**src/shared/irc_pkg.sv**
```systemverilog
// Constants, register map and carrier types for the window cropping stage.
// Assumes a 32-bit APB register bus and a single 125 MHz clock domain.
`default_nettype none
package irc_pkg;
  localparam int unsigned DIM_W        = 17;
  localparam int unsigned PIX_W        = 16;
  localparam int unsigned ADDR_W       = 8;

  localparam logic [DIM_W-1:0] COLS_MIN     = 17'h0_0040;
  localparam logic [DIM_W-1:0] COLS_MAX     = 17'h0_8000;
  localparam logic [DIM_W-1:0] COLS_STEP_M  = 17'h0_001F;
  localparam logic [DIM_W-1:0] ROWS_MIN     = 17'h0_0002;
  localparam logic [DIM_W-1:0] ROWS_MAX     = 17'h1_0000;
  localparam logic [DIM_W-1:0] XSTART_MAX   = 17'h0_7FC0;
  localparam logic [DIM_W-1:0] YSTART_MAX   = 17'h0_FFFF;
  localparam logic [DIM_W-1:0] COLS_RST     = 17'h0_0400;
  localparam logic [DIM_W-1:0] ROWS_RST     = 17'h0_0400;
  localparam logic [DIM_W-1:0] START_RST    = 17'h0_0000;
  localparam logic [63:0]      DRAM_PIX_DEF = 64'h0000_0000_1000_0000;

  localparam logic [ADDR_W-1:0] A_CTRL      = 8'h00;
  localparam logic [ADDR_W-1:0] A_COLS      = 8'h04;
  localparam logic [ADDR_W-1:0] A_ROWS      = 8'h08;
  localparam logic [ADDR_W-1:0] A_XSTART    = 8'h0C;
  localparam logic [ADDR_W-1:0] A_YSTART    = 8'h10;
  localparam logic [ADDR_W-1:0] A_FF_COLS   = 8'h14;
  localparam logic [ADDR_W-1:0] A_FF_ROWS   = 8'h18;
  localparam logic [ADDR_W-1:0] A_STATUS    = 8'h1C;
  localparam logic [ADDR_W-1:0] A_BUF_COLS  = 8'h20;
  localparam logic [ADDR_W-1:0] A_BUF_ROWS  = 8'h24;

  localparam int unsigned B_RUN    = 0;
  localparam int unsigned B_HMIR   = 1;
  localparam int unsigned B_VMIR   = 2;
  localparam int unsigned B_FOLLOW = 3;
  localparam int unsigned B_REJECT = 0;
  localparam int unsigned B_ACTIVE = 1;

  typedef struct packed {
    logic [DIM_W-1:0] cols;
    logic [DIM_W-1:0] rows;
    logic [DIM_W-1:0] horizontal_crop_start;
    logic [DIM_W-1:0] vertical_crop_start;
    logic [DIM_W-1:0] full_frame_columns;
    logic [DIM_W-1:0] full_frame_rows;
    logic             hmirror;
    logic             vmirror;
    logic             run;
    logic             auto_window_follow;
  } irc_cfg_t;

  typedef struct packed {
    logic [PIX_W-1:0] data;
    logic             sof;
    logic             eol;
  } irc_pix_t;

  typedef enum logic [0:0] {
    ST_PASS = 1'b0,
    ST_PAD  = 1'b1
  } irc_state_t;
endpackage
`default_nettype wire

```
**src/design/irc_limits.sv**
```systemverilog
// Combinational check of a candidate window setting against all limits.
// Assumes the candidate is assembled by the register file.
`default_nettype none
module irc_limits
  import irc_pkg::*;
#(
  parameter logic [63:0] DRAM_PIXELS = DRAM_PIX_DEF
) (
  input  wire irc_cfg_t i_cfg,
  output logic          o_ok
);
  logic [DIM_W:0]   x_end;
  logic [DIM_W:0]   y_end;
  logic [DIM_W:0]   x_lim;
  logic [DIM_W:0]   y_lim;
  logic [2*DIM_W:0] frame_px;
  logic             cols_ok;
  logic             rows_ok;
  logic             xs_ok;
  logic             ys_ok;
  logic             sens_ok;
  logic             dram_ok;

  always_comb begin
    cols_ok = (i_cfg.cols >= COLS_MIN) && (i_cfg.cols <= COLS_MAX)
              && ((i_cfg.cols & COLS_STEP_M) == '0);
    rows_ok = (i_cfg.rows >= ROWS_MIN) && (i_cfg.rows <= ROWS_MAX);
    xs_ok   = (i_cfg.horizontal_crop_start <= XSTART_MAX)
              && ((i_cfg.horizontal_crop_start & COLS_STEP_M) == '0);
    ys_ok   = i_cfg.vertical_crop_start <= YSTART_MAX;
    sens_ok = (i_cfg.full_frame_columns >= COLS_MIN) && (i_cfg.full_frame_columns <= COLS_MAX)
              && ((i_cfg.full_frame_columns & COLS_STEP_M) == '0)
              && (i_cfg.full_frame_rows >= ROWS_MIN) && (i_cfg.full_frame_rows <= ROWS_MAX);
    x_end   = {1'b0, i_cfg.cols} + {1'b0, i_cfg.horizontal_crop_start};
    y_end   = {1'b0, i_cfg.rows} + {1'b0, i_cfg.vertical_crop_start};
    x_lim   = i_cfg.hmirror ? {1'b0, i_cfg.full_frame_columns} : {1'b0, COLS_MAX};
    y_lim   = i_cfg.vmirror ? {1'b0, i_cfg.full_frame_rows} : {1'b0, ROWS_MAX};
    // Double buffering needs room for two whole sensor frames.
    frame_px = {i_cfg.full_frame_columns, 1'b0} * {1'b0, i_cfg.full_frame_rows};
    dram_ok  = !i_cfg.vmirror || ({29'h0, frame_px} <= DRAM_PIXELS);
    o_ok     = cols_ok && rows_ok && xs_ok && ys_ok && sens_ok
               && (x_end <= x_lim) && (y_end <= y_lim) && dram_ok;
  end
endmodule
`default_nettype wire

```
**src/design/irc_crop.sv**
```systemverilog
// Window cropping stage with its APB register file.
// Assumes the downstream DMA path takes one pixel on every cycle that o_valid is high.
//
// Functional notes
// - Width 64 to 32768 columns, multiple of 32, reset value 1024.
// - Height 2 to 65536 rows, any step, reset value 1024.
// - Horizontal start 0 to 32704, multiple of 32, reset value zero.
// - Vertical start 0 to 65535, reset value zero.
// - Width plus horizontal start never beyond 32768 columns.
// - Height plus vertical start never beyond 65536 rows.
// - With horizontal mirroring, width plus start is limited by sensor columns.
// - With vertical mirroring, height plus start is limited by sensor rows.
// - With vertical mirroring, two sensor frames must fit into the DRAM.
// - Output frame size follows window size and is reported to the host.
// - Short camera lines are padded to full window width; rows may be cut.
// - Window settings change only while acquisition is stopped; after run is cleared, writes are taken while the last window row is padded.
//
// Our own choices: register access over APB and the register offsets.
`default_nettype none
module irc_crop
  import irc_pkg::*;
#(
  parameter logic [63:0] DRAM_PIXELS = DRAM_PIX_DEF
) (
  input  wire logic              i_clk,
  input  wire logic              i_rst,
  input  wire logic              psel,
  input  wire logic              penable,
  input  wire logic              pwrite,
  input  wire logic [ADDR_W-1:0] paddr,
  input  wire logic [31:0]       pwdata,
  output logic      [31:0]       prdata,
  output logic                   pready,
  output logic                   pslverr,
  input  wire irc_pix_t          i_pix,
  input  wire logic              i_valid,
  output logic                   o_ready,
  output irc_pix_t               o_pix,
  output logic                   o_valid,
  output logic      [DIM_W-1:0]  o_buf_cols,
  output logic      [DIM_W-1:0]  o_buf_rows,
  output logic                   o_auto_window_follow
);
  // A zero DRAM size would leave no vertically mirrored setting that could ever be accepted.
  if (DRAM_PIXELS == 64'h0) begin : g_dram_check
    $error("DRAM_PIXELS must be non-zero");
  end

  irc_cfg_t         cfg_ff;
  irc_cfg_t         cand;
  logic             cand_ok;
  logic             reject_ff;
  logic             live_ff;
  logic             pend_sof_ff;
  irc_state_t       state_ff;
  logic [DIM_W-1:0] col_ff;
  logic [DIM_W:0]   row_ff;
  logic [DIM_W-1:0] ecnt_ff;
  logic [31:0]      rd_ff;
  irc_pix_t         opix_ff;
  logic             ovalid_ff;

  logic             wr_acc;
  logic             mapped;
  logic             cfg_wr;
  logic             busy;
  logic             wr_bad;
  logic [31:0]      rd_mux;

  irc_limits #(
    .DRAM_PIXELS(DRAM_PIXELS)
  ) u_limits (
    .i_cfg(cand),
    .o_ok (cand_ok)
  );

  // Register bus decode; zero wait states, so pready stays high.
  assign pready = 1'b1;
  assign busy   = cfg_ff.run || live_ff;

  always_comb begin
    mapped = 1'b1;
    cfg_wr = 1'b1;
    cand   = cfg_ff;
    case (paddr)
      A_CTRL: begin
        cand.run                = pwdata[B_RUN];
        cand.hmirror            = pwdata[B_HMIR];
        cand.vmirror            = pwdata[B_VMIR];
        cand.auto_window_follow = pwdata[B_FOLLOW];
      end
      A_COLS:     cand.cols                  = pwdata[DIM_W-1:0];
      A_ROWS:     cand.rows                  = pwdata[DIM_W-1:0];
      A_XSTART:   cand.horizontal_crop_start = pwdata[DIM_W-1:0];
      A_YSTART:   cand.vertical_crop_start   = pwdata[DIM_W-1:0];
      A_FF_COLS:  cand.full_frame_columns    = pwdata[DIM_W-1:0];
      A_FF_ROWS:  cand.full_frame_rows       = pwdata[DIM_W-1:0];
      A_STATUS:   cfg_wr = 1'b0;
      A_BUF_COLS: cfg_wr = 1'b0;
      A_BUF_ROWS: cfg_wr = 1'b0;
      default: begin
        mapped = 1'b0;
        cfg_wr = 1'b0;
      end
    endcase
  end

  always_comb begin
    wr_acc = psel && penable && pwrite;
    wr_bad = 1'b0;
    if (cfg_wr) begin
      if (!cand_ok) begin
        wr_bad = 1'b1;
      end
      // While running only the run and follow bits may move.
      if (busy && (paddr != A_CTRL || cand.hmirror != cfg_ff.hmirror
                   || cand.vmirror != cfg_ff.vmirror)) begin
        wr_bad = 1'b1;
      end
    end
    pslverr = psel && penable && (!mapped || (pwrite && wr_bad));
  end

  always_ff @(posedge i_clk) begin
    if (i_rst) begin
      cfg_ff.cols                  <= COLS_RST;
      cfg_ff.rows                  <= ROWS_RST;
      cfg_ff.horizontal_crop_start <= START_RST;
      cfg_ff.vertical_crop_start   <= START_RST;
      cfg_ff.full_frame_columns    <= COLS_RST;
      cfg_ff.full_frame_rows       <= ROWS_RST;
      cfg_ff.hmirror               <= 1'b0;
      cfg_ff.vmirror               <= 1'b0;
      cfg_ff.run                   <= 1'b0;
      cfg_ff.auto_window_follow    <= 1'b0;
    end else if (wr_acc && cfg_wr && !wr_bad) begin
      cfg_ff <= cand;
    end
  end

  // Sticky rejection flag, write one to clear; a new rejection beats the clear.
  always_ff @(posedge i_clk) begin
    if (i_rst) begin
      reject_ff <= 1'b0;
    end else if (wr_acc && mapped && wr_bad) begin
      reject_ff <= 1'b1;
    end else if (wr_acc && paddr == A_STATUS && pwdata[B_REJECT]) begin
      reject_ff <= 1'b0;
    end
  end

  always_comb begin
    rd_mux = 32'h0000_0000;
    case (paddr)
      A_CTRL: begin
        rd_mux[B_RUN]    = cfg_ff.run;
        rd_mux[B_HMIR]   = cfg_ff.hmirror;
        rd_mux[B_VMIR]   = cfg_ff.vmirror;
        rd_mux[B_FOLLOW] = cfg_ff.auto_window_follow;
      end
      A_COLS:     rd_mux[DIM_W-1:0] = cfg_ff.cols;
      A_ROWS:     rd_mux[DIM_W-1:0] = cfg_ff.rows;
      A_XSTART:   rd_mux[DIM_W-1:0] = cfg_ff.horizontal_crop_start;
      A_YSTART:   rd_mux[DIM_W-1:0] = cfg_ff.vertical_crop_start;
      A_FF_COLS:  rd_mux[DIM_W-1:0] = cfg_ff.full_frame_columns;
      A_FF_ROWS:  rd_mux[DIM_W-1:0] = cfg_ff.full_frame_rows;
      A_STATUS: begin
        rd_mux[B_REJECT] = reject_ff;
        rd_mux[B_ACTIVE] = live_ff;
      end
      A_BUF_COLS: rd_mux[DIM_W-1:0] = o_buf_cols;
      A_BUF_ROWS: rd_mux[DIM_W-1:0] = o_buf_rows;
      default:    rd_mux = 32'h0000_0000;
    endcase
  end

  // Read data is captured in the setup phase so it is a flip-flop in the access phase.
  always_ff @(posedge i_clk) begin
    if (i_rst) begin
      rd_ff <= 32'h0000_0000;
    end else if (psel && !penable) begin
      rd_ff <= rd_mux;
    end
  end
  assign prdata = rd_ff;

  assign o_buf_cols           = cfg_ff.cols;
  assign o_buf_rows           = cfg_ff.rows[DIM_W-1:0];
  assign o_auto_window_follow = cfg_ff.auto_window_follow;

  // Pixel path.
  logic             acc;
  logic [DIM_W-1:0] cur_col;
  logic [DIM_W:0]   cur_row;
  logic [DIM_W-1:0] cur_ecnt;
  logic [DIM_W-1:0] ecnt_inc;
  logic             live;
  logic             row_in;
  logic             in_win;
  logic [DIM_W:0]   x_end;
  logic [DIM_W:0]   y_end;

  assign o_ready = (state_ff == ST_PASS);
  assign acc     = i_valid && o_ready;

  always_comb begin
    x_end    = {1'b0, cfg_ff.cols} + {1'b0, cfg_ff.horizontal_crop_start};
    y_end    = {1'b0, cfg_ff.rows} + {1'b0, cfg_ff.vertical_crop_start};
    cur_col  = i_pix.sof ? '0 : col_ff;
    cur_row  = i_pix.sof ? '0 : row_ff;
    cur_ecnt = i_pix.sof ? '0 : ecnt_ff;
    live     = i_pix.sof ? cfg_ff.run : live_ff;
    row_in   = live && (cur_row >= {1'b0, cfg_ff.vertical_crop_start}) && (cur_row < y_end);
    in_win   = row_in && ({1'b0, cur_col} >= {1'b0, cfg_ff.horizontal_crop_start})
               && ({1'b0, cur_col} < x_end) && (cur_ecnt < cfg_ff.cols);
    ecnt_inc = cur_ecnt + {{(DIM_W-1){1'b0}}, in_win};
  end

  always_ff @(posedge i_clk) begin
    if (i_rst) begin
      col_ff <= '0;
      row_ff <= '0;
    end else if (acc) begin
      if (i_pix.eol) begin
        col_ff <= '0;
        row_ff <= (cur_row == '1) ? cur_row : cur_row + 1'b1;
      end else begin
        // Oversized lines saturate instead of wrapping back into the window.
        col_ff <= (cur_col == '1) ? cur_col : cur_col + 1'b1;
        row_ff <= cur_row;
      end
    end
  end

  always_ff @(posedge i_clk) begin
    if (i_rst) begin
      live_ff <= 1'b0;
    end else if (acc) begin
      if (i_pix.eol && !cfg_ff.run && (cur_row + 1'b1 >= y_end)) begin
        live_ff <= 1'b0;
      end else begin
        live_ff <= live;
      end
    end
  end

  always_ff @(posedge i_clk) begin
    if (i_rst) begin
      state_ff <= ST_PASS;
      ecnt_ff  <= '0;
    end else begin
      case (state_ff)
        ST_PASS: begin
          if (acc) begin
            if (i_pix.eol && row_in && ecnt_inc < cfg_ff.cols) begin
              state_ff <= ST_PAD;
              ecnt_ff  <= ecnt_inc;
            end else if (i_pix.eol) begin
              ecnt_ff <= '0;
            end else begin
              ecnt_ff <= ecnt_inc;
            end
          end
        end
        ST_PAD: begin
          if (ecnt_ff + 1'b1 == cfg_ff.cols) begin
            state_ff <= ST_PASS;
            ecnt_ff  <= '0;
          end else begin
            ecnt_ff <= ecnt_ff + 1'b1;
          end
        end
        default: begin
          state_ff <= ST_PASS;
          ecnt_ff  <= '0;
        end
      endcase
    end
  end

  always_ff @(posedge i_clk) begin
    if (i_rst) begin
      pend_sof_ff <= 1'b0;
    end else if (acc && i_pix.sof && !in_win) begin
      pend_sof_ff <= cfg_ff.run;
    end else if ((acc && in_win) || state_ff == ST_PAD) begin
      pend_sof_ff <= 1'b0;
    end
  end

  // Padding pixels carry zero; their content is undefined for the consumer.
  always_ff @(posedge i_clk) begin
    if (i_rst) begin
      ovalid_ff <= 1'b0;
      opix_ff   <= '0;
    end else if (state_ff == ST_PAD) begin
      ovalid_ff    <= 1'b1;
      opix_ff.data <= '0;
      opix_ff.sof  <= pend_sof_ff;
      opix_ff.eol  <= (ecnt_ff + 1'b1 == cfg_ff.cols);
    end else begin
      ovalid_ff    <= acc && in_win;
      opix_ff.data <= i_pix.data;
      opix_ff.sof  <= acc && in_win && (i_pix.sof || pend_sof_ff);
      opix_ff.eol  <= acc && in_win && (ecnt_inc == cfg_ff.cols);
    end
  end

  assign o_valid = ovalid_ff;
  assign o_pix   = opix_ff;
endmodule
`default_nettype wire

```
**config.mk**
```make
export PLATFORM = sky130hd
export DESIGN_NAME = irc_crop
export DESIGN_NICKNAME = d
export VERILOG_FILES = /design/src/shared/irc_pkg.sv /design/src/design/irc_limits.sv /design/src/design/irc_crop.sv
export SDC_FILE = /design/constraint.sdc
export NUM_CORES = 2
export LEC_CHECK = 0
export BUFFER_PORTS_ARGS = -buffer_cell sky130_fd_sc_hd__buf_2
export CORE_AREA = 4 4 247 297
export DETAILED_ROUTE_END_ITERATION = 12
export DIE_AREA = 0 0 251 301
export PLACE_DENSITY = 0.61
export SLEW_MARGIN = 10
export SYNTH_ARGS = -nofsm -noshare
export SYNTH_HDL_FRONTEND = slang
export SYNTH_SLANG_ARGS = --single-unit
```
**constraint.sdc**
```tcl
create_clock -name i_clk -period 36.8 [get_ports i_clk]
set_input_delay 7.36 -clock i_clk [delete_from_list [all_inputs] [get_ports i_clk]]
set_output_delay 7.36 -clock i_clk [all_outputs]
set_load 0.01 [all_outputs]
```
==> summary.txt <==
Status
  – Status: finished clean

Min path
  – Min-delay worst type: reg -> reg

Power
  – Clk network pwr share: 43.9%
  – Combinational cell fraction of total power: 9.6%
  – Psw: 138 uW
  – Pwr Density: 15.9 nW/um^2
  – P_int: 335 uW
  – Worst vdd ir: 0.0363 mV
  – Leak Pwr: 12.5 nW
  – Switching portion of total power: 29.1%
  – Design Power: 472 uW
  – Reg power frac: 46.4%

Routing
  – Detailed Routing Iterations Pass 1: 7
  – Vias post-DR: 25600
  – Number of DRC markers in iteration 0: 1815
  – Residual DRC: 0
  – Routed Antenna Nets: 0
  – Post-Route WL: 93.9 mm
  – Wirelength per Cell: 21.0 um
  – Via density: 5.73

Die
  – Io pins: 153
  – # rows: 107
  – Initial Util: 39.6%
  – Core Area: 70600 sq um
  – Die Span X: 251 um
  – Die height: 301 um
  – Die footprint: 75600 sq um

Clock tree
  – Clock Pin Slew Worst Setup and Hold Paths: 0.09 ns
  – Hold buffers post-CTS: 0
  – Post CTS Setup Buffer Count: 0
  – Worst-Skew Late Latency: 0.48 ns
  – CTS buffer count: 17
  – CTS Root Cell: clkbuf_16
  – CTS HTree Levels: 4
  – CTS resizes: 0
  – Clock buffer depth: 2
  – Clock Sinks: 198
  – CTS tree: built

Yosys
  – Yosys top cell by area: fa_1
  – Yosys top cell area share: 16.3%
  – Cell Area, Synth: 27900 sq um
  – Post-synth EDFFs: 0
  – Ys Warns: 0
  – Avg Inst Size Synth: 7.84 sq um
  – Register bit total from synthesis: 198
  – Async S/R FF share, synth: 0%
  – Proportion of synthesized chip area in sequential cells: 14.2%
  – Main synth FF type: dfxtp_1
  – Synth unique cells: 87
  – Top post-synthesis cells by area: fa_1 16%, ha_1 15%, dfxtp_1 14%
  – Cells after Synth: 3563

Timing
  – Setup ws final: 11.25 ns
  – Min Tclk post-route: 25.56 ns
  – Slew HR: 11.5%
  – Fmax achieved: 0.0391 GHz
  – Total negative setup slack: 0 ns
  – RSZ-0062 raised after global routing: no
  – Hold Violations, Final: 0
  – Fin crit share: 69.4%
  – Tightest Pin Transition: 1.29 ns
  – Max-slew violations: 0
  – Worst clock skew: 0.0216 ns
  – Setup violations, final: 0

Placement
  – Final GP Congestion: 0.955
  – Post-detail-place hpwl: 75.2 mm
  – Post-Place Cells: 4427
  – Pre-CTS WS: 11.49 ns
  – Buffers added on ports: 121

Global routing
  – Vias in the first global route: 24700
  – Largest net degree at the start of global routing: 90
  – First-pass GRT wire length: 147 mm
  – Grt ovf: 0
  – Overall routing resource usage: 24.7%
  – Initial antenna violation count: 6

Worst setup path
  – CP required: 29.44 ns
  – Critical path launch point type: input port
  – CP Max Fanout: 52
  – CP endpoint kind: output pin
  – Worst EP arrival: 18.19 ns
  – Worst setup path category: in -> out

Finish
  – Non-Filler Instances: 4463
  – Area Overhead vs Synth: 6.14%
  – Layout cells sized above 1: 7.10%
  – Final net count: 4146

Job
  – Maxcap violations: 0
==> placed cells by master (no fill, tap or decap), drive strengths merged, types with 16 or more instances in the layout <==
cell	synthesis	layout
conb	2	16
o31ai	28	28
nand3b	19	19
nor3b	22	22
or3	41	41
nand2b	35	35
xnor2	84	84
a31oi	25	25
o21bai	17	17
mux2	30	30
nor2b	74	74
inv	311	319
o21ai	195	195
a211oi	46	46
nor3	79	79
clkbuf	185	17
nand2	442	442
a31o	32	32
a21o	63	63
o21a	19	19
a22oi	32	32
nand4	56	56
xor2	58	58
fa	228	228
dfxtp	198	198
and3	20	20
a221oi	32	32
buf	55	164
a21oi	167	167
nor4	35	35
nor2	327	327
nand3	78	78
and2	39	39
mux2i	40	40
ha	334	334
==> cell usage after synthesis (63+ instances only) <==
master / number
a21o_1: 63
a21oi_1: 167
clkbuf_1: 185
dfxtp_1: 198
fa_1: 228
ha_1: 334
inv_1: 311
nand2_1: 442
nand3_1: 78
nor2_1: 327
nor2b_1: 74
nor3_1: 78
o21ai_0: 164
xnor2_1: 84
==> cells by family (layout without fill, tap and decap cells) <==
kind of cell,Yosys count,after routing,share of synthesized area [%]
flops,198,198,14.2
fa+ha+maj,562,562,31.3
compound gates,736,736,17.2
other cells,2,20,0.0269
buf+inv,552,508,8.17
xor+xnor,142,142,4.45
mux,70,70,2.64
simple gates,1301,1301,22.1
==> power groups by stage <==
stage / combinational (mW) / clock [mW] / sequential [mW]
floorplan: 0.0284 / 0 / 0.224
global placement: 0.0442 / 0 / 0.224
detailed placement: 0.0444 / 0 / 0.224
CTS: 0.0445 / 0.211 / 0.219
global route: 0.0487 / 0.218 / 0.219
finish: 0.0454 / 0.207 / 0.219
==> registers in the layout (all words and copies together) (netlist names), 17 cells and up <==
| signal | count |
|---|---|
| cfg_ff | 71 |
| ecnt_ff | 17 |
| row_ff | 18 |
| o_buf_rows | 17 |
| col_ff | 17 |
| o_pix | 18 |
| o_buf_cols | 17 |
| prdata | 17 |
==> critical path: stages <==
cell and delay, ns:
buf_2 0.11, nor4_2 0.79, nand2_1 0.47, nor2_2 0.64, buf_4 0.36, nand2_1 0.08, nand2_1 0.56, nand2_1 0.17
fa_1 0.59, fa_1 0.46, fa_1 0.55, fa_1 0.56, fa_1 0.53, fa_1 0.55, inv_1 0.05, ha_1 0.39
a21o_1 0.22, a31oi_1 0.37, inv_1 0.09, a211oi_1 0.40, xnor2_1 0.10, or4_1 0.54, nor4_1 0.40, a31oi_1 0.38
o41a_4 0.80, nand2b_1 0.21, nand2_1 0.20, buf_2 0.20
==> per-stage QoR <==
step | instance area, sq um | util, % | hold slack, ns
floorplan | 28000 | - | 0.445
global placement | 29000 | 41.1 | 0.458
detailed placement | 29000 | 41.1 | 0.460
CTS | 29600 | 42.0 | 0.472
global route | 29600 | 42.0 | 0.483
finish | 29700 | 42.0 | 0.473
==> cell type report <==
type | count | area, sq um
Antenna cell | 4 | 10.0
Clock buffer | 17 | 425
Clock inverter | 15 | 203
Fill cell | 7279 | 40900
Inverter | 312 | 1170
Multi-Input combinational cell | 2827 | 21800
Sequential cell | 198 | 3960
Tap cell | 926 | 1160
Timing Repair Buffer | 164 | 935
==> layer usage <==
metal | GRT usage, % | share of wire, % | up-vias | routed length [um]
met1 | 31.3 | 41 | 12300 | 38700
met3 | 3.05 | 6.0 | 231 | 5670
met2 | 41.5 | 47 | 915 | 44100
met4 | 12.1 | 5.9 | 4 | 5510
li1 | - | - | 12200 | -
met5 | 0 | 0.023 | - | 22
==> path summary, 6_finish.rpt <==
kind | to | slack (ns) | startpoint | cells past startpoint
setup reg to reg | ecnt_ff[8] | 26.54 | o_buf_rows[0] | 41
hold / removal | reject_ff | 0.47 | reject_ff | 2
setup / recovery | pslverr | 11.25 | paddr[1] | 28
hold reg to reg | reject_ff | 0.47 | reject_ff | 2
(Power assumes the default switching activity.)
